--- config.mk ---
export PLATFORM = sky130hd
export DESIGN_NAME = fts_top
export DESIGN_NICKNAME = d
export VERILOG_FILES = /design/src/fts_pkg.sv /design/src/fts_sync.sv /design/src/fts_top.sv
export VERILOG_INCLUDE_DIRS = /design/src
export SDC_FILE = /design/constraint.sdc
export NUM_CORES = 1
export LEC_CHECK = 0
export BUFFER_PORTS_ARGS = -buffer_cell sky130_fd_sc_hd__buf_4
export CAP_MARGIN = 40
export CELL_PAD_IN_SITES_DETAIL_PLACEMENT = 1
export CELL_PAD_IN_SITES_GLOBAL_PLACEMENT = 2
export CORE_MARGIN = 2
export CORE_UTILIZATION = 41
export DETAILED_ROUTE_END_ITERATION = 10
export PLACE_DENSITY = 0.9
export SLEW_MARGIN = 0
export SYNTH_ARGS = -nofsm -noshare
export SYNTH_HDL_FRONTEND = slang
export SYNTH_SLANG_ARGS = --single-unit
--- constraint.sdc ---
create_clock -name mclk -period 3.5 [get_ports mclk]
set_clock_uncertainty 0.05 [all_clocks]
set_input_delay 0.35 -clock mclk [delete_from_list [all_inputs] [get_ports mclk]]
set_output_delay 0.35 -clock mclk [all_outputs]
set_load 0.02 [all_outputs]
--- src/fts_cfg.svh ---
// Timing counts and mode codes for the frame trigger logic.
// Assumes a 40 MHz mclk; included by the package and design files.
`ifndef FTS_CFG_SVH
`define FTS_CFG_SVH
`define FTS_CLK_MHZ        40
`define FTS_LATENCY_US     60
`define FTS_LATENCY_CYC    (`FTS_LATENCY_US * `FTS_CLK_MHZ)
`define FTS_PULSE_US       150
`define FTS_PULSE_CYC      (`FTS_PULSE_US * `FTS_CLK_MHZ)
`define FTS_LOW_SETUP_NS   50
`define FTS_HIGH_WIDTH_NS  50
`define FTS_FREE_PERIOD_CYC 40000
`define FTS_CNT_W          20
`define FTS_MODE_MANUAL    2'h0
`define FTS_MODE_HW        2'h1
`define FTS_MODE_FREE      2'h2
`endif

--- src/fts_pkg.sv ---
// Types for the frame trigger logic.
// Assumes fts_cfg.svh is on the include path.
`include "fts_cfg.svh"
package fts_pkg;
	typedef enum logic [1:0] {
		FTS_MANUAL = `FTS_MODE_MANUAL,
		FTS_HW     = `FTS_MODE_HW,
		FTS_FREE   = `FTS_MODE_FREE
	} fts_mode_t;

	typedef enum logic [3:0] {
		FTS_IDLE    = 4'h1,
		FTS_WAIT    = 4'h2,
		FTS_CAPTURE = 4'h4,
		FTS_PULSE   = 4'h8
	} fts_state_t;

	typedef struct packed {
		fts_mode_t  mode;
		logic       out_enable;
	} fts_cfg_t;

	typedef struct packed {
		logic [2:0] sync;
		logic       level;
	} fts_sync_st_t;

	typedef struct packed {
		fts_state_t         state;
		logic [`FTS_CNT_W-1:0] cnt;
		logic [`FTS_CNT_W-1:0] free_cnt;
		fts_cfg_t           cfg;
		logic               capture_start;
		logic               trigger_out;
		logic               cfg_rd_valid;
		fts_cfg_t           cfg_rd;
	} fts_st_t;
endpackage

--- src/fts_sync.sv ---
// Three-stage synchroniser with agreement filter for a pin input.
// Assumes the input is asynchronous to mclk.
module fts_sync (
	// Clock and reset
	input  wire logic mclk,
	input  wire logic rstn,
	// Pin and result
	input  wire logic pin,
	output logic      level,
	output logic      rise
);
	fts_pkg::fts_sync_st_t st;
	fts_pkg::fts_sync_st_t next_st;

	always_comb begin
		next_st = st;
		next_st.sync = {st.sync[1:0], pin};
		// Change level only once stages two and three agree
		if (st.sync[1] == st.sync[2])
			next_st.level = st.sync[2];
		if (!rstn)
			next_st = '0;
	end

	always_ff @(posedge mclk) begin
		st <= next_st;
	end

	assign level = st.level;
	assign rise  = next_st.level & ~st.level & rstn;
endmodule

--- src/fts_top.sv ---
// Frame trigger logic: trigger input edge detect, capture latency, output pulse.
// Assumes config writes come from the control interface logic on mclk.
`include "fts_cfg.svh"
module fts_top #(
	parameter int LATENCY_CYC = `FTS_LATENCY_CYC,
	parameter int PULSE_CYC   = `FTS_PULSE_CYC,
	parameter int FREE_CYC    = `FTS_FREE_PERIOD_CYC
) (
	// Clock and reset
	input  wire logic              mclk,
	input  wire logic              rstn,
	// Trigger pins
	input  wire logic              trigger_in,
	output logic                   trigger_out,
	// Capture engine
	output logic                   capture_start,
	input  wire logic              capture_done,
	// Configuration access
	input  wire logic              cfg_wr,
	input  wire fts_pkg::fts_cfg_t cfg_wdata,
	input  wire logic              cfg_rd,
	output fts_pkg::fts_cfg_t      cfg_rdata,
	output logic                   cfg_rvalid
);
	localparam logic [`FTS_CNT_W-1:0] LAT_M1  = `FTS_CNT_W'(LATENCY_CYC - 1);
	localparam logic [`FTS_CNT_W-1:0] PUL_M1  = `FTS_CNT_W'(PULSE_CYC - 1);
	localparam logic [`FTS_CNT_W-1:0] FREE_M1 = `FTS_CNT_W'(FREE_CYC - 1);

	fts_pkg::fts_st_t st;
	fts_pkg::fts_st_t next_st;
	logic             trig_level;
	logic             trig_rise;

	fts_sync u_sync (
		.mclk  (mclk),
		.rstn  (rstn),
		.pin   (trigger_in),
		.level (trig_level),
		.rise  (trig_rise)
	);

	always_comb begin
		next_st = st;
		next_st.capture_start = 1'b0;
		next_st.cfg_rd_valid  = 1'b0;
		if (cfg_wr)
			next_st.cfg = cfg_wdata;
		if (cfg_rd) begin
			next_st.cfg_rd       = st.cfg;
			next_st.cfg_rd_valid = 1'b1;
		end
		// Free-run frame timer, held clear in other modes
		if (st.cfg.mode == fts_pkg::FTS_FREE) begin
			if (st.free_cnt == FREE_M1)
				next_st.free_cnt = '0;
			else
				next_st.free_cnt = st.free_cnt + 1'b1;
		end else begin
			next_st.free_cnt = '0;
		end
		case (st.state)
			fts_pkg::FTS_IDLE: begin
				// Edges outside hardware mode are dropped
				if (trig_rise && st.cfg.mode == fts_pkg::FTS_HW) begin
					next_st.state = fts_pkg::FTS_WAIT;
					next_st.cnt   = '0;
				end else if (st.cfg.mode == fts_pkg::FTS_FREE && st.free_cnt == FREE_M1) begin
					next_st.state         = fts_pkg::FTS_CAPTURE;
					next_st.capture_start = 1'b1;
				end
			end
			fts_pkg::FTS_WAIT: begin
				if (st.cnt == LAT_M1) begin
					next_st.state         = fts_pkg::FTS_CAPTURE;
					next_st.capture_start = 1'b1;
				end else begin
					next_st.cnt = st.cnt + 1'b1;
				end
			end
			fts_pkg::FTS_CAPTURE: begin
				if (capture_done) begin
					next_st.cnt = '0;
					if (st.cfg.out_enable) begin
						next_st.state       = fts_pkg::FTS_PULSE;
						next_st.trigger_out = 1'b1;
					end else begin
						next_st.state = fts_pkg::FTS_IDLE;
					end
				end
			end
			fts_pkg::FTS_PULSE: begin
				if (st.cnt == PUL_M1) begin
					next_st.trigger_out = 1'b0;
					next_st.state       = fts_pkg::FTS_IDLE;
				end else begin
					next_st.cnt = st.cnt + 1'b1;
				end
			end
			default: begin
				next_st.state       = fts_pkg::FTS_IDLE;
				next_st.trigger_out = 1'b0;
			end
		endcase
		if (!rstn) begin
			next_st       = '0;
			next_st.state = fts_pkg::FTS_IDLE;
			next_st.cfg.mode = fts_pkg::FTS_MANUAL;
			next_st.cfg.out_enable = 1'b0;
		end
	end

	always_ff @(posedge mclk) begin
		st <= next_st;
	end

	assign trigger_out   = st.trigger_out;
	assign capture_start = st.capture_start;
	assign cfg_rdata     = st.cfg_rd;
	assign cfg_rvalid    = st.cfg_rd_valid;
endmodule

==> qor.yml, run 1 <==
yosys_warnings: 0
antenna_left: 0
path_max_fanout: 34
fill_cells: 807
grt_max_degree: 35
syn_to_final_growth_pct: 11.3
power_density_mw_per_mm2: 456
coreArea_mm2: 0.00646
viasPerCell: 5.66
synth_area_mm2: 0.00278
rsz0062_at_grt: "no"
worstPathRequired_ns: 3.72
final_max_slew_viol_count: 0
cts_root_buffer: "clkbuf_8"
ctsResizeCount: 0
cts_tree: "built"
final_util_pct: 47.8
place_congestion: 0.771
clock_latency_ns: 0.34
synth_largest_area_cell: "dfxtp_1"
syn_avg_cell_area_um2: 8.93
antenna_cells: 0
drive_above_1_share_pct: 12.8
synth_cells: 311
dieWidth_um: 86.3
ys_types: 50
antenna_found_initial: 0
synth_common_cells: "57 x dfxtp_1, 31 x nor2_1, 27 x nand2_1, 20 x a21oi_1, 17 x nand3_1"
slew_headroom_pct: 49.5
vias: 2293
port_buffers: 14
drtIter0Drc: 70
synth_edf_count: 0
min_period_ns: 2.45
drc: 0
first_global_vias: 2379
wl_um: 6540
hold_path.class: "in -> reg"
worstMarginPinSlew_ns: 0.754
p_leak_uw: 0.00104
hold_viol_final: 0
yosysSeqAreaShare_pct: 41.1
fmax_mhz: 407
finalSetupViolCount: 0
min_period_over_period_pct: 70.1
grt_pass1_wl_um: 11300
wl_per_cell_um: 16.1
post_cts_buffers: 0
die_area_mm2: 0.00745
status: "finished clean"
vdd_drop_max_uv: 205
cts_sinks: 57
ioPinCount: 15
fp-row-count: 29
initial_core_util_pct: 43.0
final_nets: 334
grt_overflow: 0
ctsHoldBuffers: 0
start_kind: "register"
cp-end-kind: "register"
synth_ff_type: "dfxtp_1"
synth_top_area_share_pct: 41.1
maxCapViolations: 0
path_clk_slew_ns: 0.07
die_y_um: 86.3
cts_buffers: 9
clockBufferDepth: 2
cts-htree-levels: 3
synth_async_sr_flop_share_pct: 0
syn_nets: 322
hpwl_um: 4620
tns_ns: 0
dr.pass1.iters: 4
arrival_ns: 2.67
crit_type: "reg -> reg"
ys_top_cells_by_area: "dfxtp_1 41%, nor2_1 4.2%, xor2_1 3.8%, nand2_1 3.6%, a21oi_1 3.6%"
grtUsageTotal_pct: 19.5
synth_seq_cells: 57
synth_most_common_cell: "dfxtp_1"
## final cells by class
type | instances | area, um^2 | share of cell area (%)
flip-flops and latches | 57 | 1140 | 36.9
repair buffers | 16 | 124 | 4.01
multi-input cells | 235 | 1520 | 49.1
clock inverters | 5 | 55.1 | 1.78
clock buffers | 11 | 141 | 4.57
inverters | 4 | 15.0 | 0.486
well taps | 77 | 96.3 | 3.12
## cell usage in the layout, fill, tap and decap left out, types with 3 or more instances in the layout
cell | synthesis | layout
and2_1 | 7 | 7
xor2_1 | 12 | 12
nand2_1 | 27 | 27
a21o_1 | 3 | 3
inv_1 | 4 | 4
and4_1 | 6 | 6
nor2_1 | 31 | 31
clkbuf_8 | 0 | 10
o31ai_1 | 4 | 4
or3_1 | 10 | 10
o21ai_0 | 12 | 12
nand2b_1 | 3 | 3
buf_4 | 6 | 15
nor4b_1 | 5 | 5
a21oi_1 | 20 | 20
and3_1 | 8 | 8
a21boi_0 | 3 | 3
dfxtp_1 | 57 | 57
nor3_1 | 3 | 3
xnor2_1 | 8 | 8
nand3_1 | 17 | 17
mux2i_1 | 6 | 6
nor2b_1 | 8 | 8
or4_1 | 5 | 5
nand4_1 | 9 | 9
## stage by stage
| step | area [um^2] | worst slack, ns | cells | hold slack, ns | power (uW) |
|---|---|---|---|---|---|
| final | 3090 | 1.05 | 405 | 0.182 | 1410 |
| after global routing | 3090 | 0.761 | 405 | 0.183 | 1470 |
| after CTS | 3090 | 1.02 | 405 | 0.171 | 1420 |
| after detailed placement | 2890 | 1.07 | 389 | 0.378 | 798 |
| after global placement | 2880 | 1.17 | 388 | 0.368 | 793 |
| after floorplan | 2780 | 1.45 | 311 | 0.362 | 774 |
## registers in the layout, indices dropped and copies added, names as in the netlist
| signal | cells |
|---|---|
| trigger_out | 1 |
| capture_start | 1 |
| st | 47 |
| u_sync.level | 1 |
| u_sync.st | 3 |
| cfg_rdata | 3 |
| cfg_rvalid | 1 |
## critical path: stages, from the launching register on
cell and delay [ns]:
dfxtp_1 0.38, ha_1 0.20, and2_1 0.31, nand4_1 0.18, a21o_1 0.26, o211ai_4 0.62, o21ai_0 0.22, a21oi_1 0.15
## final timing paths
check	from	to	slack (ns)	cells after the start
hold reg to reg	u_sync.st[1]	u_sync.st[2]	0.39	1
hold / removal	trigger_in	u_sync.st[1]	0.18	2
setup reg to reg	st[29]	st[32]	1.05	7
setup / recovery	st[29]	st[32]	1.05	7
## where the power goes
part	switching [uW]	internal (uW)	total (uW)
sequential	12.0	659	671
combinational	68.9	43.5	112
clock	281	346	626
## logic make-up after synthesis
logic type	count (synthesis)	share of synthesized area, %
AOI/OAI and AO/OA	55	14.2
muxes	6	2.16
and+or+nand+nor	152	31.1
adders and majority gates	2	0.901
xor gates and xnor gates	20	6.31
DFF	57	41.1
buffers and inverters	19	4.28
## layer usage
layer,share of wire [%],wire length (um),vias up,GRT usage [%]
met4,1.3,87,0,9.23
met2,48,3140,20,32.3
li1,-,-,1140,-
met3,2.6,171,8,3.14
met5,0,0,-,0
met1,48,3130,1125,24.9
Note: power is estimated with default switching activity, not from simulation.
==> inputs of run 2 (changes only) <==
CORE_UTILIZATION = 34   (was 41)
PLACE_DENSITY = 0.81   (was 0.9)
clock period = 2.2 ns   (was 3.5 ns; I/O delays follow)
==> run 2 against run 1 <==
Net effect:
- global-route usage is 3.2 points lower
- power is 69% higher
- utilization down 5.4 points
- setup slack worse by 0.94 ns
- design area grew 7.2%
- maximum frequency grew 17%
- wire length is 1.3% higher
- die area increased by 20%
- clock-buffer cell count unchanged
- clock power increased by 77%
- critical path type unchanged
- largest power group is now the clock network
==> qor.yml, run 2 (synthesized netlist as in run 1, its figures left out) <==
cts_root_buffer: "clkbuf_8"
regMostFlops: "st"
status: "finished clean"
cpMaxStageDelayCell: "or4_4"
start_kind: "register"
path_max_fanout: 34
regArea_mm2: 0.00114
final_cell_mix: "57 x dfxtp_1, 33 x buf_4, 31 x nor2_1, 27 x nand2_1, 18 x a21oi_1"
initial_core_util_pct: 35.6
fp-row-count: 32
crit_type: "reg -> reg"
worstPathRequired_ns: 2.42
port_buffers: 14
power.total_uw: 2380
min_period_ns: 2.10
antenna_found_initial: 0
fill_cells: 902
ctsHoldBuffers: 0
hold_path.class: "in -> reg"
place_congestion: 0.822
tns_ns: 0
cts-htree-levels: 3
path_clk_slew_ns: 0.07
arrival_ns: 2.32
cp-end-kind: "register"
finalSetupViolCount: 0
largest_reg_flops: 47
slew_headroom_pct: 66.6
cts_tree: "built"
slowest_delay_ns: 0.52
multi_input_area_mm2: 0.00154
final_max_slew_viol_count: 0
drive_above_1_share_pct: 19.4
cts_buffers: 9
fmax_mhz: 477
worstMarginPinSlew_ns: 0.498
wl_per_cell_um: 14.8
grt_overflow: 0
viasPerCell: 5.20
final_common_cell: "dfxtp_1"
grtUsageTotal_pct: 16.3
rsz0062_at_grt: "no"
cp_cell_sequence: "ha_1 > and2_4 > nand4_1 > a21o_1 > o211ai_4 > buf_12 > or4_4 > a21oi_2"
die_area_mm2: 0.00891
dieWidth_um: 94.4
coreArea_mm2: 0.00781
min_period_over_period_pct: 95.4
dr.pass1.iters: 4
syn_to_final_growth_pct: 19.2
drtIter0Drc: 65
wl_um: 6620
hold_viol_final: 0
final_nets: 352
vdd_drop_max_uv: 263
antenna_cells: 0
power_density_mw_per_mm2: 719
clockBufferDepth: 2
cts_sinks: 57
die_y_um: 94.4
drc: 0
grt_pass1_wl_um: 11400
first_global_vias: 2376
antenna_left: 0
ctsResizeCount: 0
maxCapViolations: 0
post_cts_buffers: 0
vias: 2331
ioPinCount: 15
grt_max_degree: 35
clock_latency_ns: 0.34
p_leak_uw: 0.00116
hpwl_um: 4690
## run 2: cell types whose count changed in the layout (fill, tap and decap cells not counted), moves of 2 or more
cell / previous run / this run
buf_4: 15 / 33
and2_1: 7 / 5
a21oi_1: 20 / 18
clkinvlp_4: 2 / 0
a21oi_2: 1 / 3
## run 2: worst paths after layout
| kind | from | endpoint | slack, ns | depth (start not counted) |
|---|---|---|---|---|
| worst min register to register | u_sync.st[1] | u_sync.st[2] | 0.40 | 1 |
| worst max register to register | st[30] | st[42] | 0.10 | 8 |
| worst max-delay path | st[30] | st[42] | 0.10 | 8 |
| worst min-delay path | trigger_in | u_sync.st[1] | 0.05 | 2 |
## run 2: report_power, final
group          leakage [uW]  internal [uW]  switching, uW
clock network      0.000113            667            439
logic              0.000582           92.4            123
registers          0.000461           1050           13.1
## run 2: stage by stage
stage	instances	setup slack [ns]	cell area [um^2]	hold slack [ns]	util, %
6_report	448	0.102	3310	0.0504	42.4
5_1_grt	448	0.0121	3310	0.0468	42.4
4_1_cts	448	0.0275	3290	0.0379	42.1
3_5_place_dp	432	0.0569	3070	0.386	39.3
3_3_place_gp	432	0.116	3070	0.365	39.3
2_1_floorplan	311	0.154	2780	0.292	-
## run 2: critical path: cells and delay by family, from the launching register on
kind / cells / cell delay (ns)
AOI/OAI and AO/OA: 3 / 0.44
and+or+nand+nor: 3 / 0.83
adders and majority gates: 1 / 0.22
buffers and inverters: 1 / 0.17
DFF: 1 / 0.33
## run 2: area by class of cell
type,count,area share [%]
Multi-Input combinational cell,235,46.5
Sequential cell,57,34.5
Timing Repair Buffer,34,8.08
Clock buffer,11,4.27
Tap cell,102,3.85
Clock inverter,5,2.38
Inverter,4,0.453
## run 2: per-layer routing
layer,wire [um],global-route usage (%),vias to the layer above
met2,3130,26.2,29
met3,199,4.39,8
met1,3210,21.0,1122
met5,0,0,-
li1,-,-,1172
met4,87,6.28,0
==> inputs of run 3 (changes only) <==
CORE_UTILIZATION = 38   (was 34)
PLACE_DENSITY = 0.85   (was 0.81)
clock period = 2.3 ns   (was 2.2 ns; I/O delays follow)
==> run 3 against run 2 <==
Net effect:
- utilization is 2.6 points higher
- sequential power is 5% lower
- die area is 10% lower
- first-iteration DRC count is 12% higher
- hold slack better by 0.0012 ns
- critical path depth stayed put
- clock power is 16% lower
- flip-flop and latch count stayed put
- critical endpoint unchanged
- largest cell class unchanged
- largest power group is now sequential cells
==> qor.yml, run 3 (synthesized netlist as in run 1, its figures left out) <==
status: "finished clean"
finalSetupViolCount: 0
min_period_over_period_pct: 94.4
worstMarginPinSlew_ns: 0.462
final_util_pct: 45.0
fill_cells: 843
syn_to_final_growth_pct: 16.3
power.total_uw: 2140
path_clk_slew_ns: 0.07
start_kind: "register"
hold_viol_final: 0
cts-htree-levels: 3
crit_type: "reg -> reg"
cp-endpoint: "st[42]"
rr_endpoint: "st[42]"
min_period_ns: 2.17
worstPathRequired_ns: 2.51
die_area_mm2: 0.00801
grt_pass1_wl_um: 10700
r2r_slack_ns: 0.13
final_nets: 347
hold_path.class: "in -> reg"
ctsHoldBuffers: 0
vias: 2305
path_max_fanout: 34
die_y_um: 89.5
dieWidth_um: 89.5
fp-row-count: 31
arrival_ns: 2.38
maxCapViolations: 0
placed_cells: 424
ioPinCount: 15
port_buffers: 14
worst_hold_slack_ns: 0.0516
grt_overflow: 0
clock_latency_ns: 0.33
drtIter0Drc: 73
hpwl_um: 4570
power_density_mw_per_mm2: 663
initial_core_util_pct: 38.7
clockBufferDepth: 2
grtUsageTotal_pct: 17.5
vdd_drop_max_uv: 365
coreArea_mm2: 0.00718
antenna_found_initial: 0
ctsResizeCount: 0
place_congestion: 0.814
first_global_vias: 2224
viasPerCell: 5.24
final_cell_mix: "57 x dfxtp_1, 31 x nor2_1, 28 x buf_4, 27 x nand2_1, 20 x a21oi_1"
cp-end-kind: "register"
post_cts_buffers: 0
slew_headroom_pct: 69.1
tns_ns: 0
fmax_mhz: 461
final_common_cell: "dfxtp_1"
wl_um: 6380
wl_per_cell_um: 14.5
p_leak_uw: 0.00111
drc: 0
dr.pass1.iters: 4
final_max_slew_viol_count: 0
grt_max_degree: 35
rsz0062_at_grt: "no"
cts_root_buffer: "clkbuf_8"
r2r_cells: 8
antenna_left: 0
cts_buffers: 9
cts_sinks: 57
antenna_cells: 0
largest_reg_flops: 47
final_cell_count_no_fill: 440
r2r-start: "st[29]"
regMostFlops: "st"
cts_tree: "built"
cp-startpoint: "st[29]"
drive_above_1_share_pct: 16.4
==> run 3: cell type report <==
class | instances | area (um^2) | area share [%]
well taps | 99 | 124 | 3.84
multi-input cells | 235 | 1520 | 47.2
repair buffers | 29 | 230 | 7.13
inverters | 4 | 15.0 | 0.465
clock inverters | 5 | 55.1 | 1.70
clock buffers | 11 | 141 | 4.38
flip-flops and latches | 57 | 1140 | 35.3
==> run 3: worst min-delay path by stage <==
| stage | from | endpoint | slack [ns] | cells after the start |
|---|---|---|---|---|
| global placement | u_sync.st[1] | u_sync.st[2] | 0.37 | 1 |
| detailed placement | u_sync.st[1] | u_sync.st[2] | 0.37 | 1 |
| CTS | trigger_in | u_sync.st[1] | 0.04 | 2 |
| finish | trigger_in | u_sync.st[1] | 0.05 | 2 |
| floorplan | cfg_rd | cfg_rvalid | 0.30 | 1 |
| global route | trigger_in | u_sync.st[1] | 0.05 | 2 |
==> run 3: worst max-delay path, cell delays in order (launching register included) <==
cell,delay [ns]
dfxtp_1,0.34
ha_1,0.23
and2_1,0.20
nand4_1,0.14
a21o_1,0.21
o211ai_4,0.10
buf_12,0.17
or4_1,0.51
a21oi_1,0.15
==> run 3: where the power goes <==
group	total, uW	internal (uW)	switching (uW)
clock network	929	526	403
registers	1010	1000	11.0
logic	199	84.2	115
==> run 3: routing by layer <==
layer	vias to the layer above	part of all wire [%]	GRT usage, %
met1	1123	48	22.7
met5	-	0	0
met2	15	49	28.0
li1	1162	-	-
met3	5	2.1	4.71
met4	0	1.3	6.11
==> run 3: per-stage QoR <==
step	worst slack, ns	area (um^2)
after CTS	0.0982	3220
after global routing	0.0172	3230
after detailed placement	0.121	3030
final	0.129	3230
after floorplan	0.254	2780
after global placement	0.190	3030
